`config.mk`:
```
export PLATFORM = sky130hd
export DESIGN_NAME = preset_speed_selector
export DESIGN_NICKNAME = d
export VERILOG_FILES = /design/src/common/preset_speed_pkg.sv /design/src/rtl/preset_speed_selector.sv /design/src/rtl/settle_filter.sv /design/src/rtl/freq_ramp.sv
export SDC_FILE = /design/constraint.sdc
export NUM_CORES = 1
export LEC_CHECK = 0
export BUFFER_PORTS_ARGS = -buffer_cell sky130_fd_sc_hd__buf_2
export CAP_MARGIN = 20
export CORE_MARGIN = 5
export CORE_UTILIZATION = 40
export CTS_CLUSTER_DIAMETER = 120
export DETAILED_ROUTE_END_ITERATION = 10
export HOLD_SLACK_MARGIN = 0.08
export SETUP_SLACK_MARGIN = 0.3
export SLEW_MARGIN = 5
export SYNTH_ARGS = -nofsm -noshare
export SYNTH_HDL_FRONTEND = slang
export SYNTH_SLANG_ARGS = --single-unit
```
`constraint.sdc`:
```
create_clock -name i_mclk -period 5.6 [get_ports i_mclk]
set_input_delay 0.84 -clock i_mclk [delete_from_list [all_inputs] [get_ports i_mclk]]
set_output_delay 0.84 -clock i_mclk [all_outputs]
set_load 0.05 [all_outputs]
```
`src/common/preset_speed_pkg.sv`:
```
// Package with register map, reset values, timing and carrier types of the preset speed selector.
`default_nettype none
package preset_speed_pkg;

  // Clock and timing figures.
  localparam int CLK_HZ            = 10_000_000;
  localparam int MASK_UNIT_MS      = 10;
  localparam int MASK_UNIT_CYCLES  = CLK_HZ / 1000 * MASK_UNIT_MS;
  localparam int RAMP_TICK_US      = 1000;
  localparam int RAMP_TICK_CYCLES  = CLK_HZ / 1_000_000 * RAMP_TICK_US;

  // Widths and counts.
  localparam int FREQ_W            = 16;
  localparam int NUM_PRESETS       = 16;
  localparam int IDX_W             = 4;
  localparam int ADDR_W            = 8;
  localparam int DATA_W            = 32;
  localparam int MASK_W            = 8;

  // Frequency limit in 0.01 Hz steps, and mask limit in 10 ms units.
  localparam logic [15:0] FREQ_LIMIT        = 16'h9c40;
  localparam logic [7:0]  MASK_LIMIT        = 8'hc8;

  // Register byte offsets.
  localparam logic [7:0] OFS_SELECTION_METHOD = 8'h00;
  localparam logic [7:0] OFS_SETTLE_MASK_TIME = 8'h04;
  localparam logic [7:0] OFS_FREQUENCY_SOURCE = 8'h08;
  localparam logic [7:0] OFS_MAXIMUM_FREQ     = 8'h0c;
  localparam logic [7:0] OFS_START_FREQ       = 8'h10;
  localparam logic [7:0] OFS_ACCEL_STEP       = 8'h14;
  localparam logic [7:0] OFS_DECEL_STEP       = 8'h18;
  localparam logic [7:0] OFS_STATUS           = 8'h1c;
  localparam logic [7:0] OFS_OUTPUT_FREQ      = 8'h20;
  localparam logic [7:0] OFS_PRESET_ZERO_M2   = 8'h24;
  localparam logic [7:0] OFS_PRESET_BASE      = 8'h40;

  // Reset values.
  localparam logic [15:0] RST_PRESET_ZERO     = 16'h0258;
  localparam logic [15:0] RST_PRESET_OTHER    = 16'h0000;
  localparam logic [7:0]  RST_SETTLE_MASK     = 8'h00;
  localparam logic [15:0] RST_MAXIMUM_FREQ    = 16'h1388;
  localparam logic [15:0] RST_START_FREQ      = 16'h0032;
  localparam logic [15:0] RST_ACCEL_STEP      = 16'h0001;
  localparam logic [15:0] RST_DECEL_STEP      = 16'h0001;

  // Selection method codes.
  typedef enum logic [1:0] {
    SEL_BINARY = 2'h0,
    SEL_BIT    = 2'h1
  } selection_method_t;
  localparam selection_method_t RST_SELECTION = SEL_BINARY;

  // Frequency source codes; only the preset code takes preset zero from storage.
  localparam logic [1:0] FSRC_PRESET = 2'h2;
  localparam logic [1:0] RST_FREQUENCY_SOURCE = 2'h2;

  // Select terminals as they arrive from the pins.
  typedef struct packed {
    logic bit_select_in7;
    logic bit_select_in6;
    logic bit_select_in5;
    logic bit_select_in4;
    logic bit_select_in3;
    logic bit_select_in2;
    logic bit_select_in1;
    logic bin_select_bit3;
    logic bin_select_bit2;
    logic bin_select_bit1;
    logic bin_select_bit0;
  } select_pins_t;

  // Register port request.
  typedef struct packed {
    logic [ADDR_W-1:0] addr;
    logic [DATA_W-1:0] wdata;
    logic              wr;
    logic              rd;
  } reg_req_t;

endpackage
`default_nettype wire

```
`src/rtl/preset_speed_selector.sv`:
```
// Preset speed selector: select inputs, preset store, settling mask, reference and ramp.
//
// Summary of operation
// - Up to sixteen preset frequencies are stored and the select inputs choose which one is the reference.
// - A change of preset is followed by ramping at the accel or decel rate, never by a step.
// - Preset zero has a copy for each motor, presets one to fifteen have one copy that both motors use.
// - Binary selection, the reset default, offers sixteen presets from four select inputs.
// - Bit selection offers eight presets from seven select inputs.
// - After reset preset zero of both motors is 6.00 Hz and presets one to fifteen are 0.00 Hz.
// - Select combination changes are masked for 0 to 200 units of 10 ms, default 0 meaning none.
// - In binary selection the first select input is bit 0 and the fourth is bit 3 of the index.
// - In bit selection all inputs off gives preset zero, else the lowest active input n gives preset n.
// - When preset zero is chosen the frequency source setting decides what the reference is.
//
// The implementer's own choices: the plain strobed port and the address map.
`timescale 1ns/10ps
`default_nettype none
module preset_speed_selector
  import preset_speed_pkg::*;
#(
  parameter int MASK_TICK_CYCLES = MASK_UNIT_CYCLES,
  parameter int RAMP_CYCLES      = RAMP_TICK_CYCLES
) (
  input  wire logic              i_mclk,
  input  wire logic              i_rstn,
  input  wire select_pins_t      i_select_pins,
  input  wire logic              i_motor2_sel,
  input  wire logic [FREQ_W-1:0] i_ext_freq,
  input  wire reg_req_t          i_reg_req,
  output logic      [DATA_W-1:0] o_rdata,
  output logic      [FREQ_W-1:0] o_out_freq,
  output logic      [FREQ_W-1:0] o_freq_ref,
  output logic      [IDX_W-1:0]  o_preset_index
);

  localparam int SEL_W = $bits(select_pins_t);

  // Two-stage synchronisers for the terminals.
  select_pins_t      pins_s1_q;
  select_pins_t      pins_s2_q;
  logic              motor2_s1_q;
  logic              motor2_s2_q;

  // Configuration and preset storage.
  logic [FREQ_W-1:0] preset_q   [NUM_PRESETS];
  logic [FREQ_W-1:0] preset_d   [NUM_PRESETS];
  logic [FREQ_W-1:0] zero_m2_q, zero_m2_d;
  selection_method_t sel_method_q, sel_method_d;
  logic [MASK_W-1:0] mask_q, mask_d;
  logic [1:0]        fsrc_q, fsrc_d;
  logic [FREQ_W-1:0] fmax_q, fmax_d;
  logic [FREQ_W-1:0] fstart_q, fstart_d;
  logic [FREQ_W-1:0] accel_q, accel_d;
  logic [FREQ_W-1:0] decel_q, decel_d;
  logic [DATA_W-1:0] rdata_q, rdata_d;

  // Selection, reference and tick state.
  logic [IDX_W-1:0]  index_q, index_d;
  logic [FREQ_W-1:0] ref_q, ref_d;
  logic [FREQ_W-1:0] out_q;
  logic [16:0]       mask_div_q, mask_div_d;
  logic [16:0]       ramp_div_q, ramp_div_d;
  logic              mask_tick_q, mask_tick_d;
  logic              ramp_tick_q, ramp_tick_d;

  // Combinational helpers.
  select_pins_t      stable;
  logic [SEL_W-1:0]  stable_bits;
  logic [1:0]        ramp_state;
  logic [FREQ_W-1:0] wval;
  logic              wval_ok;
  logic [FREQ_W-1:0] chosen;

  // Terminals come from outside the clock domain, so each passes two flops first.
  always_ff @(posedge i_mclk or negedge i_rstn) begin
    if (!i_rstn) begin
      pins_s1_q   <= '0;
      pins_s2_q   <= '0;
      motor2_s1_q <= 1'b0;
      motor2_s2_q <= 1'b0;
    end else begin
      pins_s1_q   <= i_select_pins;
      pins_s2_q   <= pins_s1_q;
      motor2_s1_q <= i_motor2_sel;
      motor2_s2_q <= motor2_s1_q;
    end
  end

  // Dividers make the 10 ms mask unit and the ramp step interval as one-cycle enables.
  always_comb begin
    mask_div_d  = mask_div_q + 17'h00001;
    mask_tick_d = 1'b0;
    if (mask_div_q >= 17'(MASK_TICK_CYCLES - 1)) begin
      mask_div_d  = '0;
      mask_tick_d = 1'b1;
    end
    ramp_div_d  = ramp_div_q + 17'h00001;
    ramp_tick_d = 1'b0;
    if (ramp_div_q >= 17'(RAMP_CYCLES - 1)) begin
      ramp_div_d  = '0;
      ramp_tick_d = 1'b1;
    end
  end

  // Divider registers.
  always_ff @(posedge i_mclk or negedge i_rstn) begin
    if (!i_rstn) begin
      mask_div_q  <= '0;
      ramp_div_q  <= '0;
      mask_tick_q <= 1'b0;
      ramp_tick_q <= 1'b0;
    end else begin
      mask_div_q  <= mask_div_d;
      ramp_div_q  <= ramp_div_d;
      mask_tick_q <= mask_tick_d;
      ramp_tick_q <= ramp_tick_d;
    end
  end

  // The whole combination is masked at once, so a slow multi-switch change settles as one.
  settle_filter #(
    .WIDTH (SEL_W)
  ) u_settle (
    .i_mclk   (i_mclk),
    .i_rstn   (i_rstn),
    .i_tick   (mask_tick_q),
    .i_mask   (mask_q),
    .i_raw    (pins_s2_q),
    .o_stable (stable_bits)
  );
  assign stable = select_pins_t'(stable_bits);

  // Index resolution; the user is expected to wire low-order binary inputs first.
  always_comb begin
    index_d = 4'h0;
    if (sel_method_q == SEL_BIT) begin
      if (stable.bit_select_in1) begin
        index_d = 4'h1;
      end else if (stable.bit_select_in2) begin
        index_d = 4'h2;
      end else if (stable.bit_select_in3) begin
        index_d = 4'h3;
      end else if (stable.bit_select_in4) begin
        index_d = 4'h4;
      end else if (stable.bit_select_in5) begin
        index_d = 4'h5;
      end else if (stable.bit_select_in6) begin
        index_d = 4'h6;
      end else if (stable.bit_select_in7) begin
        index_d = 4'h7;
      end
    end else begin
      index_d = {stable.bin_select_bit3, stable.bin_select_bit2,
                 stable.bin_select_bit1, stable.bin_select_bit0};
    end
  end

  // Reference from the chosen preset, clamped to the maximum frequency.
  always_comb begin
    chosen = preset_q[index_q];
    if (index_q == 4'h0) begin
      if (fsrc_q != FSRC_PRESET) begin
        chosen = i_ext_freq;
      end else if (motor2_s2_q) begin
        chosen = zero_m2_q;
      end
    end
    ref_d = (chosen > fmax_q) ? fmax_q : chosen;
  end

  // Selection registers.
  always_ff @(posedge i_mclk or negedge i_rstn) begin
    if (!i_rstn) begin
      index_q <= 4'h0;
      ref_q   <= '0;
    end else begin
      index_q <= index_d;
      ref_q   <= ref_d;
    end
  end

  // Ramp toward the reference.
  freq_ramp u_ramp (
    .i_mclk       (i_mclk),
    .i_rstn       (i_rstn),
    .i_tick       (ramp_tick_q),
    .i_target     (ref_q),
    .i_accel_step (accel_q),
    .i_decel_step (decel_q),
    .o_freq       (out_q),
    .o_state      (ramp_state)
  );

  // Register writes; an out-of-range value is dropped and the old setting stays, except that source and step writes take their low bits unchecked.
  always_comb begin
    preset_d     = preset_q;
    zero_m2_d    = zero_m2_q;
    sel_method_d = sel_method_q;
    mask_d       = mask_q;
    fsrc_d       = fsrc_q;
    fmax_d       = fmax_q;
    fstart_d     = fstart_q;
    accel_d      = accel_q;
    decel_d      = decel_q;
    wval         = i_reg_req.wdata[FREQ_W-1:0];
    wval_ok      = (i_reg_req.wdata[DATA_W-1:FREQ_W] == '0) &&
                   ((wval == '0) || ((wval >= fstart_q) && (wval <= FREQ_LIMIT)));
    if (i_reg_req.wr) begin
      if (i_reg_req.addr >= OFS_PRESET_BASE && i_reg_req.addr < OFS_PRESET_BASE + 8'h40 &&
          i_reg_req.addr[1:0] == 2'h0) begin
        if (wval_ok) begin
          preset_d[i_reg_req.addr[5:2]] = wval;
        end
      end else begin
        case (i_reg_req.addr)
          OFS_SELECTION_METHOD: begin
            if (i_reg_req.wdata[DATA_W-1:2] == '0 && i_reg_req.wdata[1] == 1'b0) begin
              sel_method_d = selection_method_t'(i_reg_req.wdata[1:0]);
            end
          end
          OFS_SETTLE_MASK_TIME: begin
            if (i_reg_req.wdata[DATA_W-1:MASK_W] == '0 && i_reg_req.wdata[MASK_W-1:0] <= MASK_LIMIT) begin
              mask_d = i_reg_req.wdata[MASK_W-1:0];
            end
          end
          OFS_FREQUENCY_SOURCE: begin
            fsrc_d = i_reg_req.wdata[1:0];
          end
          OFS_MAXIMUM_FREQ: begin
            if (i_reg_req.wdata[DATA_W-1:FREQ_W] == '0 && wval <= FREQ_LIMIT) begin
              fmax_d = wval;
            end
          end
          OFS_START_FREQ: begin
            if (i_reg_req.wdata[DATA_W-1:FREQ_W] == '0 && wval <= FREQ_LIMIT) begin
              fstart_d = wval;
            end
          end
          OFS_ACCEL_STEP: begin
            accel_d = wval;
          end
          OFS_DECEL_STEP: begin
            decel_d = wval;
          end
          OFS_PRESET_ZERO_M2: begin
            if (wval_ok) begin
              zero_m2_d = wval;
            end
          end
          default: begin
            zero_m2_d = zero_m2_q;
          end
        endcase
      end
    end
  end

  // Register reads answer in the following cycle; unmapped addresses read zero.
  always_comb begin
    rdata_d = '0;
    if (i_reg_req.rd) begin
      if (i_reg_req.addr >= OFS_PRESET_BASE && i_reg_req.addr < OFS_PRESET_BASE + 8'h40 &&
          i_reg_req.addr[1:0] == 2'h0) begin
        rdata_d = {16'h0000, preset_q[i_reg_req.addr[5:2]]};
      end else begin
        case (i_reg_req.addr)
          OFS_SELECTION_METHOD: rdata_d = {30'h00000000, sel_method_q};
          OFS_SETTLE_MASK_TIME: rdata_d = {24'h000000, mask_q};
          OFS_FREQUENCY_SOURCE: rdata_d = {30'h00000000, fsrc_q};
          OFS_MAXIMUM_FREQ:     rdata_d = {16'h0000, fmax_q};
          OFS_START_FREQ:       rdata_d = {16'h0000, fstart_q};
          OFS_ACCEL_STEP:       rdata_d = {16'h0000, accel_q};
          OFS_DECEL_STEP:       rdata_d = {16'h0000, decel_q};
          OFS_STATUS:           rdata_d = {ref_q, 5'h00, motor2_s2_q, ramp_state, 4'h0, index_q};
          OFS_OUTPUT_FREQ:      rdata_d = {16'h0000, out_q};
          OFS_PRESET_ZERO_M2:   rdata_d = {16'h0000, zero_m2_q};
          default:              rdata_d = '0;
        endcase
      end
    end
  end

  // Preset store with its reset image, one entry per generate pass.
  for (genvar g = 0; g < NUM_PRESETS; g++) begin : g_preset
    always_ff @(posedge i_mclk or negedge i_rstn) begin
      if (!i_rstn) begin
        preset_q[g] <= (g == 0) ? RST_PRESET_ZERO : RST_PRESET_OTHER;
      end else begin
        preset_q[g] <= preset_d[g];
      end
    end
  end

  // Configuration registers and read data.
  always_ff @(posedge i_mclk or negedge i_rstn) begin
    if (!i_rstn) begin
      zero_m2_q    <= RST_PRESET_ZERO;
      sel_method_q <= RST_SELECTION;
      mask_q       <= RST_SETTLE_MASK;
      fsrc_q       <= RST_FREQUENCY_SOURCE;
      fmax_q       <= RST_MAXIMUM_FREQ;
      fstart_q     <= RST_START_FREQ;
      accel_q      <= RST_ACCEL_STEP;
      decel_q      <= RST_DECEL_STEP;
      rdata_q      <= '0;
    end else begin
      zero_m2_q    <= zero_m2_d;
      sel_method_q <= sel_method_d;
      mask_q       <= mask_d;
      fsrc_q       <= fsrc_d;
      fmax_q       <= fmax_d;
      fstart_q     <= fstart_d;
      accel_q      <= accel_d;
      decel_q      <= decel_d;
      rdata_q      <= rdata_d;
    end
  end

  // Outputs come straight from flops.
  assign o_rdata        = rdata_q;
  assign o_out_freq     = out_q;
  assign o_freq_ref     = ref_q;
  assign o_preset_index = index_q;

endmodule
`default_nettype wire

```
`src/rtl/settle_filter.sv`:
```
// Settling mask that holds back a changed select combination until it has stayed stable.
`timescale 1ns/10ps
`default_nettype none
module settle_filter
  import preset_speed_pkg::*;
#(
  parameter int WIDTH = 11
) (
  input  wire logic              i_mclk,
  input  wire logic              i_rstn,
  input  wire logic              i_tick,
  input  wire logic [MASK_W-1:0] i_mask,
  input  wire logic [WIDTH-1:0]  i_raw,
  output logic      [WIDTH-1:0]  o_stable
);

  logic [WIDTH-1:0]  last_q, last_d;
  logic [WIDTH-1:0]  stable_q, stable_d;
  logic [MASK_W-1:0] cnt_q, cnt_d;

  // A change restarts the count; the old combination stands until the count reaches the mask.
  // The count runs on the shared 10 ms tick, so the first unit may be short by up to one tick.
  always_comb begin
    last_d   = last_q;
    stable_d = stable_q;
    cnt_d    = cnt_q;
    if (i_raw != last_q) begin
      last_d = i_raw;
      cnt_d  = '0;
      if (i_mask == '0) begin
        stable_d = i_raw;
      end
    end else if (cnt_q >= i_mask) begin
      stable_d = last_q;
    end else if (i_tick) begin
      cnt_d = cnt_q + 8'h01;
    end
  end

  // State registers.
  always_ff @(posedge i_mclk or negedge i_rstn) begin
    if (!i_rstn) begin
      last_q   <= '0;
      stable_q <= '0;
      cnt_q    <= '0;
    end else begin
      last_q   <= last_d;
      stable_q <= stable_d;
      cnt_q    <= cnt_d;
    end
  end

  assign o_stable = stable_q;

endmodule
`default_nettype wire

```
`src/rtl/freq_ramp.sv`:
```
// Ramp that walks the output frequency toward the reference at the accel or decel rate.
`timescale 1ns/10ps
`default_nettype none
module freq_ramp
  import preset_speed_pkg::*;
(
  input  wire logic              i_mclk,
  input  wire logic              i_rstn,
  input  wire logic              i_tick,
  input  wire logic [FREQ_W-1:0] i_target,
  input  wire logic [FREQ_W-1:0] i_accel_step,
  input  wire logic [FREQ_W-1:0] i_decel_step,
  output logic      [FREQ_W-1:0] o_freq,
  output logic      [1:0]        o_state
);

  typedef enum logic [1:0] {
    RAMP_HOLD  = 2'h0,
    RAMP_ACCEL = 2'h1,
    RAMP_DECEL = 2'h3
  } ramp_state_t;

  ramp_state_t       state_q, state_d;
  logic [FREQ_W-1:0] freq_q, freq_d;
  logic [FREQ_W-1:0] gap;

  // One step per tick, never overshooting, so a new preset is reached without a jump.
  always_comb begin
    state_d = state_q;
    freq_d  = freq_q;
    gap     = '0;
    case (state_q)
      RAMP_HOLD: begin
        if (i_target > freq_q) begin
          state_d = RAMP_ACCEL;
        end else if (i_target < freq_q) begin
          state_d = RAMP_DECEL;
        end
      end
      RAMP_ACCEL: begin
        if (i_target <= freq_q) begin
          state_d = RAMP_HOLD;
        end else if (i_tick) begin
          gap    = i_target - freq_q;
          freq_d = (gap > i_accel_step) ? freq_q + i_accel_step : i_target;
        end
      end
      RAMP_DECEL: begin
        if (i_target >= freq_q) begin
          state_d = RAMP_HOLD;
        end else if (i_tick) begin
          gap    = freq_q - i_target;
          freq_d = (gap > i_decel_step) ? freq_q - i_decel_step : i_target;
        end
      end
      default: begin
        state_d = RAMP_HOLD;
      end
    endcase
  end

  // State registers.
  always_ff @(posedge i_mclk or negedge i_rstn) begin
    if (!i_rstn) begin
      state_q <= RAMP_HOLD;
      freq_q  <= '0;
    end else begin
      state_q <= state_d;
      freq_q  <= freq_d;
    end
  end

  assign o_freq  = freq_q;
  assign o_state = state_q;

endmodule
`default_nettype wire

```
==> impl_metrics.py, run 1 <==
metrics = {
    "run_status": {
        "outcome": "aborted with a tool error",
        "failing_step": "5_2_route",
        "toolErrorMsg": "Error: net264 1 pin not visited #guides = 164",
    },
    "sta": {
        "worstEndpointGrtRepair": "u_ramp.o_freq[14]$_DFFE_PN0P_/D",
        "worst_endpoint_type": "register data pin",
    },
    "synthesis": {
        "synth_edf_count": 0,
        "yosysTopAreaCell": "sky130_fd_sc_hd__dfrtp_1",
        "netlist_area_sq_um": 29480,
        "syn-mean-instance-area_sq_um": 12.43,
        "seq_area_frac_synth_pct": 43.20,
        "post_synthesis_cell_count": 2372,
        "synth.lib_cells_used.distinct": 80,
        "async_reset_ff_share_pct": 100.0,
        "yosys-top-cells-area": "sky130_fd_sc_hd__dfrtp_1 (42%), sky130_fd_sc_hd__mux4_2 (12%), sky130_fd_sc_hd__mux2_2 (9.7%)",
        "post-synth-top-area-fraction_pct": 41.50,
        "synth_flop_cell": "sky130_fd_sc_hd__dfrtp_1",
        "synth.ff_latch_count": 508,
        "yosys_warning_count": 0,
    },
    "cts": {
        "clock_tree.htree_level_count": 2,
        "number_of_clock_sinks": 508,
        "clockBufferDepth": 3,
        "cts_buffers": 59,
        "hold_bufs_inserted_after_cts": 0,
        "clockRootBuffer": "sky130_fd_sc_hd__clkbuf_16",
    },
    "global_route": {
        "globalRouteTotalUtil_pct": 22.56,
        "grt_start_max_net_pins": 174,
        "gr-total-overflow": 0,
        "antenna_found_initial": 13,
        "first_global_vias": 21390,
        "global_route_wire_length_before_repair_um": 136300,
    },
    "placed_design": {
        "placement.setup.worst_slack_ps": 235.2,
        "io_buffer_count": 139,
        "routabilityCongestion": 0.8826,
        "post-dp-hpwl_um": 63030,
    },
    "die": {
        "die-height_um": 281.5,
        "io-pin-count": 140,
        "num_rows": 99,
        "fp.dieW_um": 281.5,
        "initial_standard_cell_utilization_of_the_core_pct": 40.34,
    },
}
-- synth_stat cells (19+ instances only) --
cell and count:
sky130_fd_sc_hd__o22ai_1 22, sky130_fd_sc_hd__buf_2 19, sky130_fd_sc_hd__mux4_2 160, sky130_fd_sc_hd__ha_1 136, sky130_fd_sc_hd__nor4_1 22, sky130_fd_sc_hd__nand2_1 113, sky130_fd_sc_hd__nand4_1 26, sky130_fd_sc_hd__nor3_1 31
sky130_fd_sc_hd__a21oi_1 103, sky130_fd_sc_hd__a21o_1 28, sky130_fd_sc_hd__and2_1 28, sky130_fd_sc_hd__mux2_4 100, sky130_fd_sc_hd__dfrtp_1 489, sky130_fd_sc_hd__dfstp_2 19, sky130_fd_sc_hd__xnor2_1 45, sky130_fd_sc_hd__mux2_2 254
sky130_fd_sc_hd__clkbuf_1 105, sky130_fd_sc_hd__o21ai_0 60, sky130_fd_sc_hd__inv_1 127, sky130_fd_sc_hd__nand3_1 32, sky130_fd_sc_hd__xor2_1 45, sky130_fd_sc_hd__nor2_1 116
-- layer usage --
layer and global-route usage (%):
met3 5.018, met5 0.2385, met2 34.76, met4 8.787, met1 31.36
-- timing repair --
action / 4_1_cts / 5_1_grt
gates resized for setup: 2 / 11
pin swaps: 0 / 1
endpoints found under the setup margin: 4 / 14
setup buffers: 0 / 0
-- kinds of logic after synthesis --
logic type	share of synthesized area, %
buffers and inverters	4.015
AO/OA/AOI/OAI	8.564
multiplexers	27.12
AND/OR/NAND/NOR	8.377
XOR/XNOR	2.674
adder cells (fa/ha/maj)	6.043
flip-flops	43.20
other	0.01272
-- through the flow --
stage	cell area (sq um)	std cells	hold slack (ps)	utilization, %
5_1_grt	33430	3510	163.8	45.75
4_1_cts	33390	3506	137.2	45.69
3_5_place_dp	31360	3395	334.7	42.91
3_3_place_gp	31360	3395	332.6	42.91
2_1_floorplan	29490	2374	331.2	-
==> run 2, diff against run 1 <==
--- a/config.mk
+++ b/config.mk
@@ -8,11 +8,9 @@
 export BUFFER_PORTS_ARGS = -buffer_cell sky130_fd_sc_hd__buf_2
 export CAP_MARGIN = 20
 export CORE_MARGIN = 5
-export CORE_UTILIZATION = 40
-export CTS_CLUSTER_DIAMETER = 120
+export CORE_UTILIZATION = 25
 export DETAILED_ROUTE_END_ITERATION = 10
-export HOLD_SLACK_MARGIN = 0.08
-export SETUP_SLACK_MARGIN = 0.3
+export PLACE_DENSITY_LB_ADDON = 0.15
 export SLEW_MARGIN = 5
 export SYNTH_ARGS = -nofsm -noshare
 export SYNTH_HDL_FRONTEND = slang
==> run 2 against run 1 <==
The run now ends clean. Synthesized cell count did not move. Global-route usage is 6.2 points lower. Synthesized area did not move.
==> impl_metrics.py, run 2 <==
metrics = {
    "critical_path": {
        "timing.critical_path.cells": "inv_1 -> ha_1 -> a21oi_1 -> a211oi_2 -> nor3_1 -> o21ai_0 -> a21o_1 -> a21oi_1 -> xnor2_1 -> ha_1 -> nand4_1 -> a2111oi_1 -> nor4b_1 -> buf_4 -> or2_2 -> a32o_1 -> and2_1 -> a211oi_1",
        "cp_slowest_cell": "sky130_fd_sc_hd__dfrtp_1",
        "crit_arrival_ps": 5760,
        "worst_path_largest_cell_delay_ps": 550,
        "timing.critical_path.fanout_max": 9,
        "worst_setup_path_start_kind": "flip-flop",
        "critPathCaptureType": "flip-flop",
        "timing_worst_setup_path_type": "flip-flop to flip-flop",
        "critPathRequiredTime_ps": 6120,
    },
    "die": {
        "io-pin-count": 140,
        "fp.dieW_um": 353.4,
        "die-height_um": 353.4,
        "die_area_sq_um": 124900,
        "initial_standard_cell_utilization_of_the_core_pct": 25.07,
        "num_rows": 126,
        "floorplan.core_area_sq_um": 117600,
    },
    "sta": {
        "rsz0062_at_grt": "false",
        "worst_slew_pin_slew_ps": 946.2,
        "final_hold_viol_count": 0,
        "post-route-period-util_pct": 93.71,
        "fin_worst_skew_ps": 28.16,
        "slew-limit-headroom_pct": 36.09,
        "final_max_slew_viol_count": 0,
        "finalCriticalPeriod_ps": 5248,
        "timing.setup.tns_ps": 0,
        "fmax_mhz": 190.6,
        "final-setup-viol-count": 0,
        "post-route-worst-setup-slack_ps": 352.4,
        "timing.hold.ws_ps": 214.0,
    },
    "synthesis": {
        "yosysTopAreaCell": "sky130_fd_sc_hd__dfrtp_1",
        "seq_area_frac_synth_pct": 43.20,
        "yosys_warning_count": 0,
        "synth.lib_cells_used.distinct": 80,
        "synth.ff_latch_count": 508,
        "synth.most_common_cell": "sky130_fd_sc_hd__dfrtp_1",
        "syn-mean-instance-area_sq_um": 12.43,
        "netlist_area_sq_um": 29480,
        "post_synthesis_cell_count": 2372,
        "synth_flop_cell": "sky130_fd_sc_hd__dfrtp_1",
        "yosys-top-cells-area": "sky130_fd_sc_hd__dfrtp_1 (42%), sky130_fd_sc_hd__mux4_2 (12%), sky130_fd_sc_hd__mux2_2 (9.7%)",
        "post-synth-top-area-fraction_pct": 41.50,
        "synth_edf_count": 0,
        "synth.cells.most_frequent": "sky130_fd_sc_hd__dfrtp_1 (489), sky130_fd_sc_hd__mux2_2 (254), sky130_fd_sc_hd__mux4_2 (160)",
        "async_reset_ff_share_pct": 100.0,
    },
    "power_and_ir_drop": {
        "static-leakage-power_nw": 15.71,
        "peakVddDrop_mv": 0.1547,
        "power.density_cell_area_nw_per_um2": 340.2,
    },
    "cts": {
        "hold_bufs_inserted_after_cts": 0,
        "clock_insertion_delay_worst_skew_ps": 630,
        "clock_tree.htree_level_count": 3,
        "cts_tree": "done",
        "buffers_inserted_by_post_cts_timing_repair": 0,
        "number_of_clock_sinks": 508,
        "cts_resized": 0,
        "clockBufferDepth": 3,
        "clockRootBuffer": "sky130_fd_sc_hd__clkbuf_16",
        "cts_buffers": 67,
        "path_clk_slew_ps": 60,
    },
    "finish": {
        "final_cell_mix": "sky130_fd_sc_hd__dfrtp_1 (487), sky130_fd_sc_hd__mux2_2 (254), sky130_fd_sc_hd__mux4_2 (160), sky130_fd_sc_hd__ha_1 (136), sky130_fd_sc_hd__buf_2 (136)",
        "ff_latch_area_sq_um": 12740,
        "syn_to_final_growth_pct": 16.84,
        "final_common_cell": "sky130_fd_sc_hd__dfrtp_1",
        "max_flop_register": "preset_q",
        "multi_input_comb_area_sq_um": 15620,
        "nFillCells": 12030,
        "final_net_count": 2720,
        "fraction_of_final_layout_cells_with_drive_strength_greater_than_1_pct": 35.17,
        "largest_reg_flops": 256,
    },
    "global_route": {
        "gr-total-overflow": 0,
        "grt_start_max_net_pins": 147,
        "globalRouteTotalUtil_pct": 16.41,
        "antenna_found_initial": 15,
        "first_global_vias": 21740,
        "global_route_wire_length_before_repair_um": 152800,
    },
    "routing": {
        "route.final.wire_length_um": 103900,
        "drt-wirelength-per-cell_um": 25.36,
        "detail-route-antenna-nets": 0,
        "drc": 0,
        "drt_pre_antenna_iters": 5,
        "drt_iter0_drc": 1563,
        "via_count": 20410,
        "route.detailed.vias_per_inst": 4.979,
    },
    "placed_design": {
        "placement.setup.worst_slack_ps": 464.2,
        "post-dp-hpwl_um": 72930,
        "routabilityCongestion": 0.8642,
        "io_buffer_count": 139,
    },
    "hold_path": {
        "hold_path_class": "input port to asynchronous set/reset pin",
    },
    "run_status": {
        "outcome": "finished, final reports clean",
    },
    "run": {
        "drv.max_cap_violation_count": 0,
    },
}
## run 2: cell counts after synthesis
Identical to the previous run, type by type.
## run 2: cell families after synthesis
family,after synthesis,synth area share [%]
fa+ha+maj,140,6.043
flops,508,43.20
compound gates,379,8.564
xor+xnor,90,2.674
simple gates,458,8.377
other cells,1,0.01272
buf+inv,279,4.015
mux,517,27.12
## run 2: power by group
part	internal, mW	switching [mW]
Sequential	3.77	0.145
Combinational	1.12	2.11
Clock	2.80	1.78
Total	7.68	4.03
## run 2: critical path: cells and delay by family, from the launching register on
kind	cells	cell delay (ps)
compound gates	8	2220
simple gates	5	1270
xor+xnor	1	110
buf+inv	2	250
flops	1	550
fa+ha+maj	2	760
## run 2: layout make-up
type | instances | area share, %
Multi-Input combinational cell | 1587 | 45.34
Sequential cell | 508 | 36.99
Clock inverter | 32 | 1.340
Antenna cell | 4 | 0.02906
Inverter | 128 | 1.395
Tap cell | 1536 | 5.579
Clock buffer | 88 | 5.361
Timing Repair Buffer | 216 | 3.959
## run 2: metal layers
metal / global-route usage, % / wire, um
met5: 0 / 53
met4: 5.030 / 3241
met3: 3.549 / 5623
met2: 26.43 / 48010
met1: 22.17 / 47010
## run 2: worst paths after layout
| path | startpoint | to | slack (ps) | cells after the start |
|---|---|---|---|---|
| setup / recovery | u_ramp.o_freq[3] | u_ramp.o_freq[14] | 350 | 18 |
| hold / removal | i_rstn | mask_div_q[13] | 210 | 1 |
| setup reg to reg | u_ramp.o_freq[3] | u_ramp.o_freq[14] | 350 | 18 |
| hold reg to reg | pins_s1_q[3] | pins_s2_q[3] | 350 | 0 |
| max in group asynchronous | i_rstn | preset_q[214] | 3980 | 2 |
| min in group i_mclk | i_select_pins[8] | pins_s1_q[8] | 330 | 1 |
## run 2: stage by stage
stage               total power, mW  cells  instance area (sq um)  utilization, %
detailed placement            7.204   3975                  32120           27.31
CTS                           11.89   4095                  34430           29.28
global placement              7.202   3975                  32120           27.31
finish                        11.72   4099                  34450           29.29
floorplan                     6.026   2374                  29490               -
global route                  12.30   4096                  34440           29.28
(Power assumes the default switching activity.)
==> run 3, diff against run 2 <==
--- a/config.mk
+++ b/config.mk
@@ -8,7 +8,7 @@
 export BUFFER_PORTS_ARGS = -buffer_cell sky130_fd_sc_hd__buf_2
 export CAP_MARGIN = 20
 export CORE_MARGIN = 5
-export CORE_UTILIZATION = 25
+export CORE_UTILIZATION = 45
 export DETAILED_ROUTE_END_ITERATION = 10
 export PLACE_DENSITY_LB_ADDON = 0.15
 export SLEW_MARGIN = 5
==> run 3 against run 2 <==
Power fell by 5.6%. Sequential power is essentially flat. Cell count fell by 17%. Hold slack got worse by 56 ps. Critical path type unchanged. Sequential share of layout area increased by 1.3 points. Clock power decreased by 13%.
==> impl_metrics.py, run 3 (synthesized netlist as in run 2, its figures left out) <==
metrics = {
    "finish": {
        "fraction_of_final_layout_cells_with_drive_strength_greater_than_1_pct": 34.63,
        "syn_to_final_growth_pct": 12.80,
        "largest_reg_flops": 256,
        "final_common_cell": "sky130_fd_sc_hd__dfrtp_1",
        "max_flop_register": "preset_q",
        "final_cell_mix": "sky130_fd_sc_hd__dfrtp_1 (487), sky130_fd_sc_hd__mux2_2 (254), sky130_fd_sc_hd__mux4_2 (160), sky130_fd_sc_hd__buf_2 (137), sky130_fd_sc_hd__ha_1 (136)",
        "postLayoutCoreUtil_pct": 51.40,
        "final_net_count": 2704,
    },
    "routing": {
        "route.detailed.vias_per_inst": 6.103,
        "detail-route-antenna-nets": 0,
        "via_count": 20730,
        "drt-wirelength-per-cell_um": 26.52,
        "drt_pre_antenna_iters": 7,
        "route.final.wire_length_um": 90060,
        "drc": 0,
        "drt_iter0_drc": 1832,
    },
    "cts": {
        "cts_buffers": 57,
        "clock_tree.htree_level_count": 2,
        "buffers_inserted_by_post_cts_timing_repair": 0,
        "clock_insertion_delay_worst_skew_ps": 630,
        "path_clk_slew_ps": 60,
        "hold_bufs_inserted_after_cts": 0,
        "clockRootBuffer": "sky130_fd_sc_hd__clkbuf_16",
        "number_of_clock_sinks": 508,
        "clockBufferDepth": 3,
        "cts_tree": "done",
    },
    "die": {
        "num_rows": 93,
        "die-height_um": 266.0,
        "die_area_sq_um": 70740,
        "floorplan.core_area_sq_um": 64700,
        "fp.dieW_um": 266.0,
        "initial_standard_cell_utilization_of_the_core_pct": 45.57,
        "io-pin-count": 140,
    },
    "global_route": {
        "global_route_wire_length_before_repair_um": 135100,
        "antenna_found_initial": 7,
        "gr-total-overflow": 0,
        "first_global_vias": 20970,
        "globalRouteTotalUtil_pct": 25.11,
        "grt_start_max_net_pins": 144,
    },
    "critical_path": {
        "worst_setup_path_start_kind": "flip-flop",
        "critPathRequiredTime_ps": 6090,
        "timing_worst_setup_path_type": "flip-flop to flip-flop",
        "timing.critical_path.fanout_max": 10,
        "cp_slowest_cell": "sky130_fd_sc_hd__a2111oi_0",
        "worst_path_largest_cell_delay_ps": 580,
        "critPathCaptureType": "flip-flop",
        "crit_arrival_ps": 5860,
        "timing.critical_path.cells": "inv_1 -> ha_1 -> a21oi_1 -> o22ai_1 -> nor3_1 -> o21ai_0 -> a21o_1 -> a21oi_1 -> xnor2_1 -> ha_1 -> nand4_1 -> a2111oi_0 -> nor4b_1 -> buf_4 -> nor2_1 -> nor2_1 -> buf_4 -> a221oi_1 -> o21ai_0",
    },
    "sta": {
        "rsz0062_at_grt": "false",
        "final-setup-viol-count": 0,
        "final_max_slew_viol_count": 0,
        "worst_slew_pin_slew_ps": 893.7,
        "fmax_mhz": 186.1,
        "post-route-worst-setup-slack_ps": 226.8,
        "slew-limit-headroom_pct": 40.28,
        "timing.setup.tns_ps": 0,
        "fin_worst_skew_ps": 19.52,
        "post-route-period-util_pct": 95.95,
        "timing.hold.ws_ps": 158.4,
        "final_hold_viol_count": 0,
        "finalCriticalPeriod_ps": 5373,
    },
    "placed_design": {
        "placement.setup.worst_slack_ps": 274.8,
        "routabilityCongestion": 0.9308,
        "post-dp-hpwl_um": 62150,
        "io_buffer_count": 139,
    },
    "hold_path": {
        "hold_path_class": "input port to asynchronous set/reset pin",
    },
    "power_and_ir_drop": {
        "static-leakage-power_nw": 15.54,
        "peakVddDrop_mv": 0.2691,
        "power.density_cell_area_nw_per_um2": 332.6,
    },
    "run_status": {
        "outcome": "finished, final reports clean",
    },
    "run": {
        "drv.max_cap_violation_count": 0,
    },
}
run 3: cell types whose count changed in the layout (fill, tap and decap cells not counted), moves of 3 or more:
cell                        delta
sky130_fd_sc_hd__buf_4        -10
sky130_fd_sc_hd__bufinv_16     -3
sky130_fd_sc_hd__clkbuf_16    -10
sky130_fd_sc_hd__clkbuf_8      +7
sky130_fd_sc_hd__clkinv_2      -6
run 3: metrics by stage:
step                      cells  total power [mW]  cell area (sq um)
after floorplan            2374             6.026              29490
after global placement     3284             7.045              31200
after detailed placement   3287             7.087              31250
after CTS                  3392             11.11              33230
after global routing       3393             11.60              33250
final                      3396             11.06              33260
run 3: routing by layer:
metal / wire (um) / global-route usage, %
met1: 40190 / 37.10
met2: 39640 / 37.39
met3: 7315 / 5.365
met4: 2856 / 7.792
met5: 58 / 0
run 3: cell type report:
cell class | instances | area, sq um
clock buffer | 87 | 1700
antenna | 3 | 7.507
timing repair buffer | 210 | 1346
clock inverter | 18 | 285.3
sequential | 508 | 12740
multi-input combinational | 1587 | 15630
tap | 855 | 1070
inverter | 128 | 480.5
fill | 5726 | 31440
run 3: path summary, 6_finish.rpt:
| check | startpoint | end | slack [ps] | cells past startpoint |
|---|---|---|---|---|
| setup / recovery | u_ramp.o_freq[7] | u_ramp.o_freq[4] | 230 | 19 |
| hold / removal | i_rstn | preset_q[234] | 160 | 1 |
| setup reg to reg | u_ramp.o_freq[7] | u_ramp.o_freq[4] | 230 | 19 |
| hold reg to reg | pins_s1_q[7] | pins_s2_q[7] | 350 | 0 |
| max in group asynchronous | i_rstn | o_rdata[31] | 4240 | 2 |
| min in group i_mclk | i_select_pins[1] | pins_s1_q[1] | 320 | 1 |
run 3: power breakdown:
part | switching, mW | leakage [nW] | internal (mW)
registers | 0.177 | 6.78 | 3.77
logic | 2.02 | 7.79 | 1.11
clock network | 1.57 | 0.971 | 2.40
total | 3.77 | 15.5 | 7.29
run 3: worst max-delay path, delay by kind of cell, from the launching register on:
family	cells	cell delay (ps)
and+or+nand+nor	5	1260
adders and majority gates	2	790
buffers and inverters	3	430
DFF	1	500
AOI/OAI and AO/OA	8	2200
xor gates and xnor gates	1	90
run 3: repair_timing:
| item | 4_1_cts | 5_1_grt |
|---|---|---|
| setup endpoints to repair | 0 | 4 |
| hold endpoints to repair | 0 | 0 |
| resized for setup | 0 | 3 |
